**config.mk**
```make
export PLATFORM = sky130hd
export DESIGN_NAME = ccg_top
export DESIGN_NICKNAME = d
export VERILOG_FILES = /design/src/rtl/ccg_pkg.sv /design/src/rtl/ccg_top.sv
export SDC_FILE = /design/constraint.sdc
export NUM_CORES = 1
export LEC_CHECK = 0
export BUFFER_PORTS_ARGS = -buffer_cell sky130_fd_sc_hd__clkbuf_2
export CELL_PAD_IN_SITES_DETAIL_PLACEMENT = 0
export CELL_PAD_IN_SITES_GLOBAL_PLACEMENT = 1
export CORE_MARGIN = 2
export CORE_UTILIZATION = 37
export DETAILED_ROUTE_END_ITERATION = 8
export HOLD_SLACK_MARGIN = 0.08
export PLACE_DENSITY_LB_ADDON = 0.1
export SLEW_MARGIN = 15
export SYNTH_ARGS = -nofsm -noshare
export SYNTH_HDL_FRONTEND = slang
export SYNTH_SLANG_ARGS = --single-unit
```
**constraint.sdc**
```tcl
create_clock -name CORE_CLK_I -period 4.67 [get_ports CORE_CLK_I]
set_clock_uncertainty 0.05 [all_clocks]
set_input_delay 0.2335 -clock CORE_CLK_I [delete_from_list [all_inputs] [get_ports CORE_CLK_I]]
set_output_delay 0.2335 -clock CORE_CLK_I [all_outputs]
set_load 0.005 [all_outputs]
```
**src/rtl/ccg_pkg.sv**
```systemverilog
// constants for the core and peripheral clock gating block
// assumes one 250 MHz system clock and word-indexed avalon-mm access
//
// Notes on behaviour
// - gear code 3..0 divides core clock 8,4,2,1
// - halt stops core clock, system keeps running
// - reset, nmi or interrupt ends halt
// - sleep suspends system and core clock feeds
// - external interrupt ends sleep, restarts both feeds
// - peripheral clock is undivided system clock, gated
// - enable field 3 runs, 0 stops; reset 3
// - peripheral clock off stops all its consumers
// - low-speed modules keep a feed without it
// - display driver needs no peripheral clock
// - frequency converter needs no peripheral clock
// - prescaler gives 15 taps, 1/1 to 1/16K
// - run bit D0 at 0x4020 starts/stops prescaler
// - prescaler stopped after reset
// - debug-run bit D1 keeps prescaler in debug
// - prescaler only runs with peripheral clock on
// - reserved bits read zero, written zero
// - all three control registers 8 bits, fields 1:0
package ccg_pkg;
  // --------------------------------------------------------------
  // register map, word indices
  // --------------------------------------------------------------
  localparam int          ADDR_W       = 16;
  localparam int          DATA_W       = 32;
  localparam int          REG_W        = 8;
  localparam logic [15:0] PRESCALER_CONTROL_IDX  = 16'h4020;
  localparam logic [15:0] PCLK_CTL_IDX = 16'h5080;
  localparam logic [15:0] CORE_CLOCK_CTL_IDX = 16'h5081;

  // --------------------------------------------------------------
  // fields and reset values
  // --------------------------------------------------------------
  localparam int         RUN_BIT     = 0;
  localparam int         DBG_RUN_BIT = 1;
  localparam int         FIELD_W     = 2;
  localparam logic [1:0] PCKEN_RST   = 2'h3;
  localparam logic [1:0] PCKEN_ON    = 2'h3;
  localparam logic [1:0] GEAR_RST    = 2'h0;
  localparam logic       RUN_RST     = 1'b0;
  localparam logic       DBG_RUN_RST = 1'b0;

  // --------------------------------------------------------------
  // prescaler and gear counters
  // --------------------------------------------------------------
  localparam int TAPS   = 15;
  localparam int GEAR_W = 3;

  // power state, gray along run -> halt -> sleep
  typedef enum logic [1:0] {
    CCG_RUN   = 2'b00,
    CCG_HALT  = 2'b01,
    CCG_SLEEP = 2'b11
  } ccg_pwr_t;
endpackage

```
**src/rtl/ccg_top.sv**
```systemverilog
// core gear, halt/sleep gating, peripheral gating and prescaler
// assumes core strobes on CORE_CLK_I; only the wake pin is async
//
// The Avalon-MM interface to the registers was decided locally.
module ccg_top #(
  parameter int TAPS_P = ccg_pkg::TAPS
) (
  input  wire logic                       CORE_CLK_I,
  input  wire logic                       RST_N_I,
  input  wire logic                       CE_I,
  input  wire logic [ccg_pkg::ADDR_W-1:0] AVS_ADDRESS_I,
  input  wire logic                       AVS_READ_I,
  input  wire logic                       AVS_WRITE_I,
  input  wire logic [3:0]                 AVS_BYTEENABLE_I,
  input  wire logic [ccg_pkg::DATA_W-1:0] AVS_WRITEDATA_I,
  output logic      [ccg_pkg::DATA_W-1:0] AVS_READDATA_O,
  output logic                            AVS_WAITREQUEST_O,
  input  wire logic                       HALT_REQ_I,
  input  wire logic                       SLEEP_REQ_I,
  input  wire logic                       NMI_I,
  input  wire logic                       IRQ_I,
  input  wire logic                       EXT_WAKE_I,
  input  wire logic                       DEBUG_MODE_I,
  output logic                            SYS_CLK_EN_O,
  output logic                            CORE_CLK_EN_O,
  output logic                            PERIPH_CLK_EN_O,
  output logic                            INDEP_CLK_EN_O,
  output logic      [TAPS_P-1:0]          PSC_TICK_O
);
  import ccg_pkg::*;

  // --------------------------------------------------------------
  // helper functions
  // --------------------------------------------------------------
  // gear code to terminal count of the gear counter
  function automatic logic [GEAR_W-1:0] gear_last(
    input logic [FIELD_W-1:0] code
  );
    logic [GEAR_W:0] div;
    div = (GEAR_W+1)'(1) << code;
    gear_last = GEAR_W'(div - (GEAR_W+1)'(1));
  endfunction

  // low byte with reserved bits zero
  function automatic logic [DATA_W-1:0] rd_word(
    input logic [FIELD_W-1:0] f
  );
    rd_word = {{(DATA_W-FIELD_W){1'b0}}, f};
  endfunction

  // --------------------------------------------------------------
  // declarations
  // --------------------------------------------------------------
  logic                psc_run;
  logic                psc_dbg_run;
  logic [FIELD_W-1:0]  pcken;
  logic [FIELD_W-1:0]  gear;
  logic [FIELD_W-1:0]  gear_act;
  logic [GEAR_W-1:0]   gear_cnt;
  logic                gear_tick;
  logic                ack;
  logic                req;
  logic                wr_fire;
  logic                rd_fire;
  logic                wake_m;
  logic                wake_s;
  ccg_pwr_t            pwr;
  ccg_pwr_t            next_pwr;
  logic                sys_run;
  logic                pclk_on;
  logic                psc_go;
  logic [TAPS_P-2:0]   psc_cnt;
  logic [TAPS_P-1:0]   next_tick;

  // --------------------------------------------------------------
  // avalon slave: one wait state, then answer
  // --------------------------------------------------------------
  assign req               = (AVS_READ_I | AVS_WRITE_I) & ~ack;
  assign AVS_WAITREQUEST_O = (AVS_READ_I | AVS_WRITE_I) & ~ack;
  assign wr_fire           = AVS_WRITE_I & ack & AVS_BYTEENABLE_I[0];
  assign rd_fire           = AVS_READ_I & ~ack;

  // ack pulses for one cycle after a request is seen
  always_ff @(posedge CORE_CLK_I or negedge RST_N_I) begin
    if (!RST_N_I) begin
      ack <= 1'b0;
    end else if (CE_I) begin
      ack <= req;
    end
  end

  // read data registered in the wait cycle, unmapped reads zero
  always_ff @(posedge CORE_CLK_I or negedge RST_N_I) begin
    if (!RST_N_I) begin
      AVS_READDATA_O <= '0;
    end else if (CE_I && rd_fire) begin
      if (AVS_ADDRESS_I == PRESCALER_CONTROL_IDX) begin
        AVS_READDATA_O <= rd_word({psc_dbg_run, psc_run});
      end else if (AVS_ADDRESS_I == PCLK_CTL_IDX) begin
        AVS_READDATA_O <= rd_word(pcken);
      end else if (AVS_ADDRESS_I == CORE_CLOCK_CTL_IDX) begin
        AVS_READDATA_O <= rd_word(gear);
      end else begin
        AVS_READDATA_O <= '0;
      end
    end
  end

  // --------------------------------------------------------------
  // control registers, written at the answering edge
  // --------------------------------------------------------------
  // prescaler control: run and debug-run bits
  always_ff @(posedge CORE_CLK_I or negedge RST_N_I) begin
    if (!RST_N_I) begin
      psc_run     <= RUN_RST;
      psc_dbg_run <= DBG_RUN_RST;
    end else if (CE_I && wr_fire && AVS_ADDRESS_I == PRESCALER_CONTROL_IDX) begin
      psc_run     <= AVS_WRITEDATA_I[RUN_BIT];
      psc_dbg_run <= AVS_WRITEDATA_I[DBG_RUN_BIT];
    end
  end

  // peripheral clock enable field, reset on
  always_ff @(posedge CORE_CLK_I or negedge RST_N_I) begin
    if (!RST_N_I) begin
      pcken <= PCKEN_RST;
    end else if (CE_I && wr_fire && AVS_ADDRESS_I == PCLK_CTL_IDX) begin
      pcken <= AVS_WRITEDATA_I[FIELD_W-1:0];
    end
  end

  // core gear field, reset to undivided
  always_ff @(posedge CORE_CLK_I or negedge RST_N_I) begin
    if (!RST_N_I) begin
      gear <= GEAR_RST;
    end else if (CE_I && wr_fire && AVS_ADDRESS_I == CORE_CLOCK_CTL_IDX) begin
      gear <= AVS_WRITEDATA_I[FIELD_W-1:0];
    end
  end

  // --------------------------------------------------------------
  // wake pin synchroniser
  // --------------------------------------------------------------
  always_ff @(posedge CORE_CLK_I or negedge RST_N_I) begin
    if (!RST_N_I) begin
      wake_m <= 1'b0;
      wake_s <= 1'b0;
    end else if (CE_I) begin
      wake_m <= EXT_WAKE_I;
      wake_s <= wake_m;
    end
  end

  // --------------------------------------------------------------
  // power state: run, halt, sleep
  // --------------------------------------------------------------
  always_comb begin
    next_pwr = pwr;
    case (pwr)
      CCG_RUN: begin
        if (SLEEP_REQ_I) begin
          next_pwr = CCG_SLEEP;
        end else if (HALT_REQ_I) begin
          next_pwr = CCG_HALT;
        end
      end
      CCG_HALT: begin
        if (NMI_I || IRQ_I) begin
          next_pwr = CCG_RUN;
        end
      end
      CCG_SLEEP: begin
        if (wake_s) begin
          next_pwr = CCG_RUN;
        end
      end
      default: begin
        next_pwr = CCG_RUN;
      end
    endcase
  end

  // reset also ends halt and sleep
  always_ff @(posedge CORE_CLK_I or negedge RST_N_I) begin
    if (!RST_N_I) begin
      pwr <= CCG_RUN;
    end else if (CE_I) begin
      pwr <= next_pwr;
    end
  end

  assign sys_run = (pwr != CCG_SLEEP);

  // --------------------------------------------------------------
  // core gear divider
  // --------------------------------------------------------------
  assign gear_tick = (gear_cnt == gear_last(gear_act));

  // new gear taken only when a full divided period ends
  always_ff @(posedge CORE_CLK_I or negedge RST_N_I) begin
    if (!RST_N_I) begin
      gear_cnt <= '0;
      gear_act <= GEAR_RST;
    end else if (CE_I && sys_run) begin
      if (gear_tick) begin
        gear_cnt <= '0;
        gear_act <= gear;
      end else begin
        gear_cnt <= gear_cnt + GEAR_W'(1);
      end
    end
  end

  // --------------------------------------------------------------
  // prescaler
  // --------------------------------------------------------------
  assign pclk_on = sys_run && (pcken == PCKEN_ON);
  assign psc_go  = psc_run && pclk_on
                && (!DEBUG_MODE_I || psc_dbg_run);

  // tap k fires once every 2^k running cycles
  always_comb begin
    logic all_ones;
    all_ones     = psc_go;
    next_tick    = '0;
    next_tick[0] = psc_go;
    for (int k = 1; k < TAPS_P; k++) begin
      all_ones     = all_ones && psc_cnt[k-1]; // running carry chain
      next_tick[k] = all_ones;
    end
  end

  // counter holds while stopped so taps stay aligned
  always_ff @(posedge CORE_CLK_I or negedge RST_N_I) begin
    if (!RST_N_I) begin
      psc_cnt <= '0;
    end else if (CE_I && psc_go) begin
      psc_cnt <= psc_cnt + (TAPS_P-1)'(1);
    end
  end

  // ticks registered, whole cycles only
  always_ff @(posedge CORE_CLK_I or negedge RST_N_I) begin
    if (!RST_N_I) begin
      PSC_TICK_O <= '0;
    end else if (CE_I) begin
      PSC_TICK_O <= next_tick;
    end else begin
      PSC_TICK_O <= '0;
    end
  end

  // --------------------------------------------------------------
  // clock enables for downstream gates
  // --------------------------------------------------------------
  // core feed: running state and gear boundary
  always_ff @(posedge CORE_CLK_I or negedge RST_N_I) begin
    if (!RST_N_I) begin
      CORE_CLK_EN_O <= 1'b0;
    end else begin
      CORE_CLK_EN_O <= CE_I && (next_pwr == CCG_RUN)
                    && (pwr == CCG_RUN) && gear_tick;
    end
  end

  // system, peripheral and independent feeds
  always_ff @(posedge CORE_CLK_I or negedge RST_N_I) begin
    if (!RST_N_I) begin
      SYS_CLK_EN_O    <= 1'b0;
      PERIPH_CLK_EN_O <= 1'b0;
      INDEP_CLK_EN_O  <= 1'b0;
    end else if (CE_I) begin
      SYS_CLK_EN_O    <= (next_pwr != CCG_SLEEP);
      PERIPH_CLK_EN_O <= (next_pwr != CCG_SLEEP)
                      && (pcken == PCKEN_ON);
      INDEP_CLK_EN_O  <= (next_pwr != CCG_SLEEP);
    end
  end
endmodule

```
==> impl_metrics.ini, run 1 <==
[finish]
final_cell_area_mm2 = 0.002728
ff_latch_area_mm2 = 0.001254
final_layout_size_suffix_gt1_share_pct = 27.88
multi_input_comb_area_um2 = 953.4
antenna-diode-count = 0
fillers = 638
area_growth_pct = 13.90
nets = 333

[power_and_ir_drop]
powerDensity_mw_per_mm2 = 327.6
leakagePower_nw = 1.420
max-vdd-ir-drop_mv = 0.1561
total_power_mw = 0.8936

[sta]
setup_tns_ns = 0
setup_viol = 0
worst_slew_pin_slew_ns = 1.032
rsz0062_at_grt = false
hold_viol = 0
post-route-min-period_ns = 2.251
holdWs_ns = 0.1208
slew_violations = 0
fmax_mhz = 444.3
worst_slack_ns = 2.419
relSlewSlack_pct = 30.28
post-route-period-util_pct = 48.20

[clocking]
clockBufferDepth = 2
cts_buffers = 5
worstSkewPairLatency_ns = 0.29
cts_root_buf = clkbuf_8
h-tree-depth = 2
clock_sinks = 50
cts_setup_buffers = 0
cts_tree = done
clk_pin_slew_worst_paths_ns = 0.09

[logic_synthesis]
synth_common_cells = 48 x dfrtp_1, 31 x buf_4, 14 x nand2_1, 11 x nor2_1, 10 x xor2_1
synth.most_common_cell = dfrtp_1
muxShareOfSynthArea_pct = 5.538
postSynthAreaPerCell_um2 = 11.19
synth_xor_area_share_pct = 5.120
synth.largest_area_cell = dfrtp_1
synthArstFlopShare_pct = 100.0
synth_cell_types = 49
synth_top_family_by_area = simple AND/OR/NAND/NOR gates
syn-instance-count = 214
yosys-top-cells-area = dfrtp_1 50%, buf_4 9.7%, xor2_1 3.7%
synthFlopType = dfrtp_1
netlist_area_mm2 = 0.002395
yosysSeqAreaShare_pct = 52.35
synth_simple_gate_area_share_pct = 18.23
synth_compound_gate_area_share_pct = 5.172
yosysWarnings = 0
synth_fa_ha_area_share_pct = 1.045
synth-seq-cells = 50
synth.top_cell.area_share_pct = 50.16
synth_edf_count = 0

[drt]
vias_per_cell = 4.616
first_pass_iters = 4
drc = 0
ant_nets = 0
drt_iter0_markers = 55
vias = 1597
avgRoutedWirePerCell_um = 11.99
wl_mm = 4.149

[job]
maxCapViolCount = 0

[floorplanning]
rows = 29
die_h_um = 84.45
start_util_pct = 37.93
die_x_um = 84.45
coreArea_mm2 = 0.006314
ioPinCount = 115
dieArea_mm2 = 0.007132

[global_routing]
grt_overflow = 0
antenna_found_initial = 0
grt.total_usage_pct = 12.13
grt_pass1_wl_mm = 7.051
grt_pass1_vias = 1542
grt_max_degree = 51

[critical_path]
required_ns = 4.81
crit_type = reg2reg
worstSetupStartpointType = flip-flop
critPathCaptureType = flip-flop
cp_max_fo = 13
worst_ep_arrival_time_ns = 2.39

[placement]
post-place-ws_ns = 2.335
gp_congestion = 0.7281
io_buffers = 51
dp_hpwl_mm = 3.027
place_area_mm2 = 0.002611

[run_status]
status = finished, final reports clean

[min_path]
hp-class = in2reg
-- sequential cells by signal (all words and copies together), names as in the netlist --
name and cells:
gear_act 2, pwr 2, psc_run 1, psc_dbg_run 1, gear 2, PERIPH_CLK_EN_O 1
ack 1, wake_s 1, pcken 2, CORE_CLK_EN_O 1, AVS_READDATA_O 2, INDEP_CLK_EN_O 1
psc_cnt 14, PSC_TICK_O 15, wake_m 1, gear_cnt 3
-- critical path: stages, from the launching register on --
cell and delay (ns):
dfrtp_1 0.44, a21boi_1 0.16, buf_4 0.20, nor4bb_1 0.90, mux2_1 0.38
-- logic make-up after synthesis --
| group | Yosys count |
|---|---|
| AND/OR/NAND/NOR | 71 |
| adder cells (fa/ha/maj) | 2 |
| multiplexers | 12 |
| flip-flops | 50 |
| AO/OA/AOI/OAI | 18 |
| other | 1 |
| XOR/XNOR | 14 |
| buffers and inverters | 46 |
-- final cells by class --
type | instances | share of cell area [%]
flip-flops and latches | 50 | 45.96
clock buffers | 7 | 2.798
inverters | 10 | 1.376
clock inverters | 1 | 1.101
repair buffers | 54 | 10.28
well taps | 77 | 3.532
multi-input cells | 147 | 34.95
-- per-layer routing --
metal	GRT usage (%)	wire, um	vias up
met2	19.19	1882	59
met5	0	0	-
met4	3.608	36	0
met1	16.20	1929	753
met3	3.638	301	5
li1	-	-	780
-- power breakdown --
part / internal, mW / switching, mW / leakage, nW
logic: 0.0521 / 0.0660 / 0.702
clock network: 0.160 / 0.134 / 0.0524
registers: 0.456 / 0.0258 / 0.665
-- path summary, 6_finish.rpt --
path	startpoint	endpoint	slack (ns)	cells past startpoint
setup reg to reg	pwr[1]$_DFFE_PN0P_	psc_cnt[1]$_DFFE_PN0P_	2.42	4
setup / recovery	pwr[1]$_DFFE_PN0P_	psc_cnt[1]$_DFFE_PN0P_	2.42	4
hold reg to reg	psc_cnt[13]$_DFFE_PN0P_	psc_cnt[13]$_DFFE_PN0P_	0.41	1
min in group asynchronous	RST_N_I	PSC_TICK_O[2]$_DFF_PN0_	0.53	3
hold / removal	EXT_WAKE_I	wake_m$_DFFE_PN0P_	0.12	2
max in group asynchronous	RST_N_I	gear_cnt[0]$_DFFE_PN0P_	3.61	3
-- per-stage QoR --
stage | utilization [%] | std cells
5_1_grt | 43.20 | 346
3_5_place_dp | 41.36 | 337
3_3_place_gp | 41.36 | 337
6_report | 43.20 | 346
4_1_cts | 43.20 | 346
2_1_floorplan | - | 243
-- what timing repair did --
action                    in CTS  in global routing
hold endpoints to repair      48                  0
hold buffers                   1                  0
gates resized for setup        0                  0
-- cells in the final DEF (no fill, tap or decap), types with 3 or more instances in the layout --
cell type	instances
nand2_1	14
o21ai_0	3
dfrtp_1	48
clkbuf_2	51
nor4_2	3
conb_1	30
nor4_1	4
clkbuf_8	5
mux2_1	7
xor2_1	10
inv_1	7
nand3_1	6
nand3b_1	3
nand2b_1	3
mux2_2	3
xnor2_1	4
nor2_1	11
nand4_1	3
o22ai_1	3
nor3_1	6
Note: power is estimated with default switching activity, not from simulation.
==> run 2, diff against run 1 <==
--- a/config.mk
+++ b/config.mk
@@ -9,7 +9,7 @@
 export CELL_PAD_IN_SITES_DETAIL_PLACEMENT = 0
 export CELL_PAD_IN_SITES_GLOBAL_PLACEMENT = 1
 export CORE_MARGIN = 2
-export CORE_UTILIZATION = 37
+export CORE_UTILIZATION = 31
 export DETAILED_ROUTE_END_ITERATION = 8
 export HOLD_SLACK_MARGIN = 0.08
 export PLACE_DENSITY_LB_ADDON = 0.1
==> constraint.sdc (replaced) <==
create_clock -name CORE_CLK_I -period 1.9 [get_ports CORE_CLK_I]
set_clock_uncertainty 0.05 [all_clocks]
set_input_delay 0.095 -clock CORE_CLK_I [delete_from_list [all_inputs] [get_ports CORE_CLK_I]]
set_output_delay 0.095 -clock CORE_CLK_I [all_outputs]
set_load 0.005 [all_outputs]
==> run 2 against run 1 <==
Effect of this change: core utilization fell by 5.1 points; final area up 6.1%; non-clock buffer count up 13; global-route usage decreased by 1.1 points; clock power grew 110%; final cell count grew 11%; critical path depth stayed put; fmax up 23%; sequential power grew 150%; register-to-register slack worse by 2.4 ns; die area grew 18%; largest cell class unchanged; largest power group unchanged.
==> impl_metrics.ini, run 2 (synthesized netlist as in run 1, its figures left out) <==
[sta]
setup_viol = 0
post-route-min-period_ns = 1.837
setup_tns_ns = 0
rsz0062_at_grt = false
slew_violations = 0
post-route-period-util_pct = 96.70
fmax_mhz = 544.3
hold_viol = 0
holdWs_ns = 0.1091

[global_routing]
grt_max_degree = 35
grt_pass1_wl_mm = 7.458
grt_overflow = 0
grt_pass1_vias = 1519
antenna_found_initial = 0
grt.total_usage_pct = 10.99

[drt]
vias_per_cell = 4.141
wl_mm = 4.346
vias = 1590
first_pass_iters = 4
drc = 0
drt_iter0_markers = 46
ant_nets = 0
avgRoutedWirePerCell_um = 11.32

[floorplanning]
coreArea_mm2 = 0.007607
die_x_um = 91.89
die_h_um = 91.89
ioPinCount = 115
rows = 32
dieArea_mm2 = 0.008444
start_util_pct = 31.48

[finish]
top_regs = PSC_TICK_O x15, psc_cnt x14, gear_cnt x3
final_common_cell = clkbuf_2
multi_input_comb_area_um2 = 982.2
final_cell_mix = 51 x clkbuf_2, 48 x dfrtp_1, 30 x conb_1
largest_reg_flops = 15
area_growth_pct = 20.90
final_layout_size_suffix_gt1_share_pct = 30.14
ff_latch_area_mm2 = 0.001254
nets = 346
fillers = 781
regMostFlops = PSC_TICK_O
antenna-diode-count = 0

[clocking]
cts_tree = done
cts_setup_buffers = 0
cts_root_buf = clkbuf_8
clock_sinks = 50
h-tree-depth = 2
cts_buffers = 5
clk_pin_slew_worst_paths_ns = 0.09
clockBufferDepth = 2
worstSkewPairLatency_ns = 0.29

[critical_path]
critPathCaptureType = flip-flop
crit_type = reg2reg
slowest_stage = or4_4
cp_max_fo = 9
path_cells = nand2_2 -> or4_4 -> or2_4 -> nor3_1
slowest_delay_ns = 0.62
required_ns = 2.06
worst_ep_arrival_time_ns = 2.00
worstSetupStartpointType = flip-flop

[placement]
dp_hpwl_mm = 3.338
io_buffers = 51
gp_congestion = 0.6897

[run_status]
status = finished, final reports clean

[job]
maxCapViolCount = 0

[power_and_ir_drop]
max-vdd-ir-drop_mv = 0.3084
leakagePower_nw = 1.520
total_power_mw = 2.113
powerDensity_mw_per_mm2 = 729.6

[min_path]
hp-class = in2reg
## run 2: timing repair
| item | CTS | global route |
|---|---|---|
| hold endpoints to repair | 56 | 0 |
| hold buffers | 6 | 0 |
| endpoints found under the setup margin | 0 | 6 |
| gates resized for setup | 0 | 4 |
## run 2: final timing paths
check	from	endpoint	slack [ns]	depth (start not counted)
worst max-delay path	pcken[0]$_DFFE_PN1P_	PSC_TICK_O[12]$_DFF_PN0_	0.06	4
min in group asynchronous	RST_N_I	psc_cnt[4]$_DFFE_PN0P_	0.24	2
worst min-delay path	AVS_READ_I	AVS_READDATA_O[1]$_DFFE_PN0P_	0.11	3
max in group asynchronous	RST_N_I	pcken[1]$_DFFE_PN1P_	0.97	3
worst min register to register	psc_cnt[13]$_DFFE_PN0P_	psc_cnt[13]$_DFFE_PN0P_	0.41	1
worst max register to register	pcken[0]$_DFFE_PN1P_	PSC_TICK_O[12]$_DFF_PN0_	0.06	4
## run 2: area by class of cell
| type | count | area share, % |
|---|---|---|
| Sequential cell | 50 | 43.30 |
| Multi-Input combinational cell | 147 | 33.92 |
| Timing Repair Buffer | 67 | 13.92 |
| Tap cell | 102 | 4.408 |
| Clock buffer | 7 | 2.982 |
| Inverter | 10 | 1.296 |
| Clock inverter | 1 | 0.1729 |
## run 2: per-layer routing
metal / up-vias / track usage (%) / routed length (um)
met5: - / 0 / 0
met4: 0 / 3.234 / 40
met3: 4 / 2.712 / 267
met2: 56 / 16.73 / 1933
met1: 726 / 15.52 / 2105
li1: 804 / - / -
## run 2: worst max-delay path: cells and delay by family, from the launching register on
family        cells  cell delay (ns)
simple gates      4             1.15
flops             1             0.55
## run 2: power breakdown
group	switching [mW]	leakage, nW	total, mW	internal (mW)
Sequential	0.0566	0.665	1.18	1.12
Clock	0.329	0.0482	0.623	0.294
Combinational	0.167	0.807	0.313	0.146
## run 2: per-stage QoR
| step | area, um2 | utilization (%) | worst slack, ns | instances |
|---|---|---|---|---|
| 2_1_floorplan | 2504 | - | 0.08802 | 243 |
| 3_3_place_gp | 2715 | 35.69 | 0.03622 | 370 |
| 3_5_place_dp | 2715 | 35.69 | 0.04323 | 370 |
| 4_1_cts | 2867 | 37.68 | 0.01743 | 384 |
| 5_1_grt | 2895 | 38.06 | 0.01217 | 384 |
| 6_report | 2895 | 38.06 | 0.06269 | 384 |
==> run 3, diff against run 2 <==
--- a/config.mk
+++ b/config.mk
@@ -12,7 +12,7 @@
 export CORE_UTILIZATION = 31
 export DETAILED_ROUTE_END_ITERATION = 8
 export HOLD_SLACK_MARGIN = 0.08
-export PLACE_DENSITY_LB_ADDON = 0.1
+export PLACE_DENSITY = 0.83
 export SLEW_MARGIN = 15
 export SYNTH_ARGS = -nofsm -noshare
 export SYNTH_HDL_FRONTEND = slang
==> run 3 against run 2 <==
Effect of this change: combinational power decreased by 2%; final area increased by 0.26%; die area unchanged; largest cell class unchanged; highest routed layer unchanged; final cell count decreased by 0.78%; clock-buffer cell count decreased by 1; clock power increased by 20%; first-iteration DRC count decreased by 26%; largest power group unchanged; critical path depth increased by 1.
==> impl_metrics.ini, run 3 (synthesized netlist as in run 1, its figures left out) <==
[job]
maxCapViolCount = 0

[sta]
relSlewSlack_pct = 59.27
post-route-period-util_pct = 97.15
fmax_mhz = 541.8
post-route-min-period_ns = 1.846
slew_violations = 0
worst_slew_pin_slew_ns = 0.6110
hold_viol = 0
setup_viol = 0
worst_slack_ns = 0.05422
rsz0062_at_grt = true

[critical_path]
critPathCaptureType = flip-flop
crit_type = reg2reg
worst_ep_arrival_time_ns = 2.02
crit_family = simple AND/OR/NAND/NOR gates
slowest_delay_ns = 0.61
required_ns = 2.08
cp_num_buf_inv = 1
slowest_stage = or4_4
cp_max_fo = 7
worstSetupStartpointType = flip-flop
path_cells = nand2_2 -> or4_4 -> buf_12 -> nor3_4 -> xor2_1

[power_and_ir_drop]
total_power_mw = 2.233
powerDensity_mw_per_mm2 = 769.2
max-vdd-ir-drop_mv = 0.3197
leakagePower_nw = 1.517

[floorplanning]
ioPinCount = 115
die_x_um = 91.89
coreArea_mm2 = 0.007607
rows = 32
start_util_pct = 31.48
dieArea_mm2 = 0.008444
die_h_um = 91.89

[global_routing]
grt_overflow = 0
antenna_found_initial = 0
grt_pass1_wl_mm = 7.127
grt.total_usage_pct = 10.29
grt_max_degree = 51
grt_pass1_vias = 1607

[placement]
post-place-ws_ns = 0.008172
io_buffers = 51
dp_hpwl_mm = 3.065
gp_congestion = 0.7876
place_area_mm2 = 0.002688

[finish]
ff_latch_area_mm2 = 0.001254
post-route-util_pct = 38.16
largest_reg_flops = 15
final_common_cell = clkbuf_2
regMostFlops = PSC_TICK_O
antenna-diode-count = 0
top_regs = PSC_TICK_O x15, psc_cnt x14, gear_cnt x3
area_growth_pct = 21.21
final_cell_area_mm2 = 0.002903
multi_input_comb_area_um2 = 985.9
final_layout_size_suffix_gt1_share_pct = 30.82
final_cell_mix = 51 x clkbuf_2, 48 x dfrtp_1, 30 x conb_1
nets = 344
fillers = 762

[clocking]
clk_pin_slew_worst_paths_ns = 0.09
h-tree-depth = 2
cts_tree = done
cts_buffers = 5
worstSkewPairLatency_ns = 0.30
clockBufferDepth = 2
cts_root_buf = clkbuf_8
clock_sinks = 50

[drt]
ant_nets = 0
vias_per_cell = 4.325
avgRoutedWirePerCell_um = 10.76
vias = 1648
drc = 0
drt_iter0_markers = 34
wl_mm = 4.101
first_pass_iters = 4

[run_status]
status = finished, final reports clean

[min_path]
hp-class = in2reg
-- run 3: per-stage QoR --
step | instances | hold slack (ns) | setup TNS (ns)
final | 381 | 0.09299 | 0
after global placement | 368 | 0.1805 | 0
after floorplan | 243 | -0.2506 | 0
after detailed placement | 368 | 0.1910 | 0
after global routing | 381 | 0.09971 | -0.02777
after CTS | 381 | 0.08456 | 0
-- run 3: timing repair --
item / in CTS / in global routing
hold endpoints to repair: 57 / 0
setup buffers: 1 / 0
pin swaps: 1 / 3
cloned: 0 / 0
hold buffers: 5 / 0
resized for setup: 0 / 6
endpoints found under the setup margin: 1 / 8
-- run 3: metal layers --
metal | GRT usage, % | vias up | routed length (um)
met1 | 13.75 | 786 | 1882
met4 | 2.612 | 0 | 15
li1 | - | 804 | -
met3 | 2.876 | 2 | 270
met5 | 0 | - | 0
met2 | 16.54 | 56 | 1932
-- run 3: worst reg2reg max path, delay by kind of cell (launching register included) --
family                 cells  cell delay, ns
buffers and inverters      1            0.18
XOR/XNOR                   1            0.16
AND/OR/NAND/NOR            3            0.84
flip-flops                 1            0.55
-- run 3: final timing paths --
path / start / to / slack, ns / cells after the start
max in group asynchronous: RST_N_I / PSC_TICK_O[0]$_DFF_PN0_ / 1.01 / 3
max: pcken[1]$_DFFE_PN1P_ / psc_cnt[7]$_DFFE_PN0P_ / 0.05 / 5
min reg2reg: psc_cnt[5]$_DFFE_PN0P_ / psc_cnt[5]$_DFFE_PN0P_ / 0.43 / 1
min in group asynchronous: RST_N_I / PSC_TICK_O[8]$_DFF_PN0_ / 0.38 / 3
max reg2reg: pcken[1]$_DFFE_PN1P_ / psc_cnt[7]$_DFFE_PN0P_ / 0.05 / 5
min: SLEEP_REQ_I / CORE_CLK_EN_O$_DFF_PN0_ / 0.09 / 3
-- run 3: report_power, final --
| part | switching, mW | internal [mW] | total, mW |
|---|---|---|---|
| Combinational | 0.163 | 0.143 | 0.306 |
| Sequential | 0.0581 | 1.12 | 1.18 |
| Clock | 0.327 | 0.421 | 0.749 |
| Total | 0.549 | 1.68 | 2.23 |
-- run 3: layout make-up --
cell class / count / area share (%)
flip-flops and latches: 50 / 43.19
well taps: 102 / 4.397
inverters: 10 / 1.293
repair buffers: 65 / 13.28
clock inverters: 1 / 1.034
clock buffers: 6 / 2.845
multi-input cells: 147 / 33.97
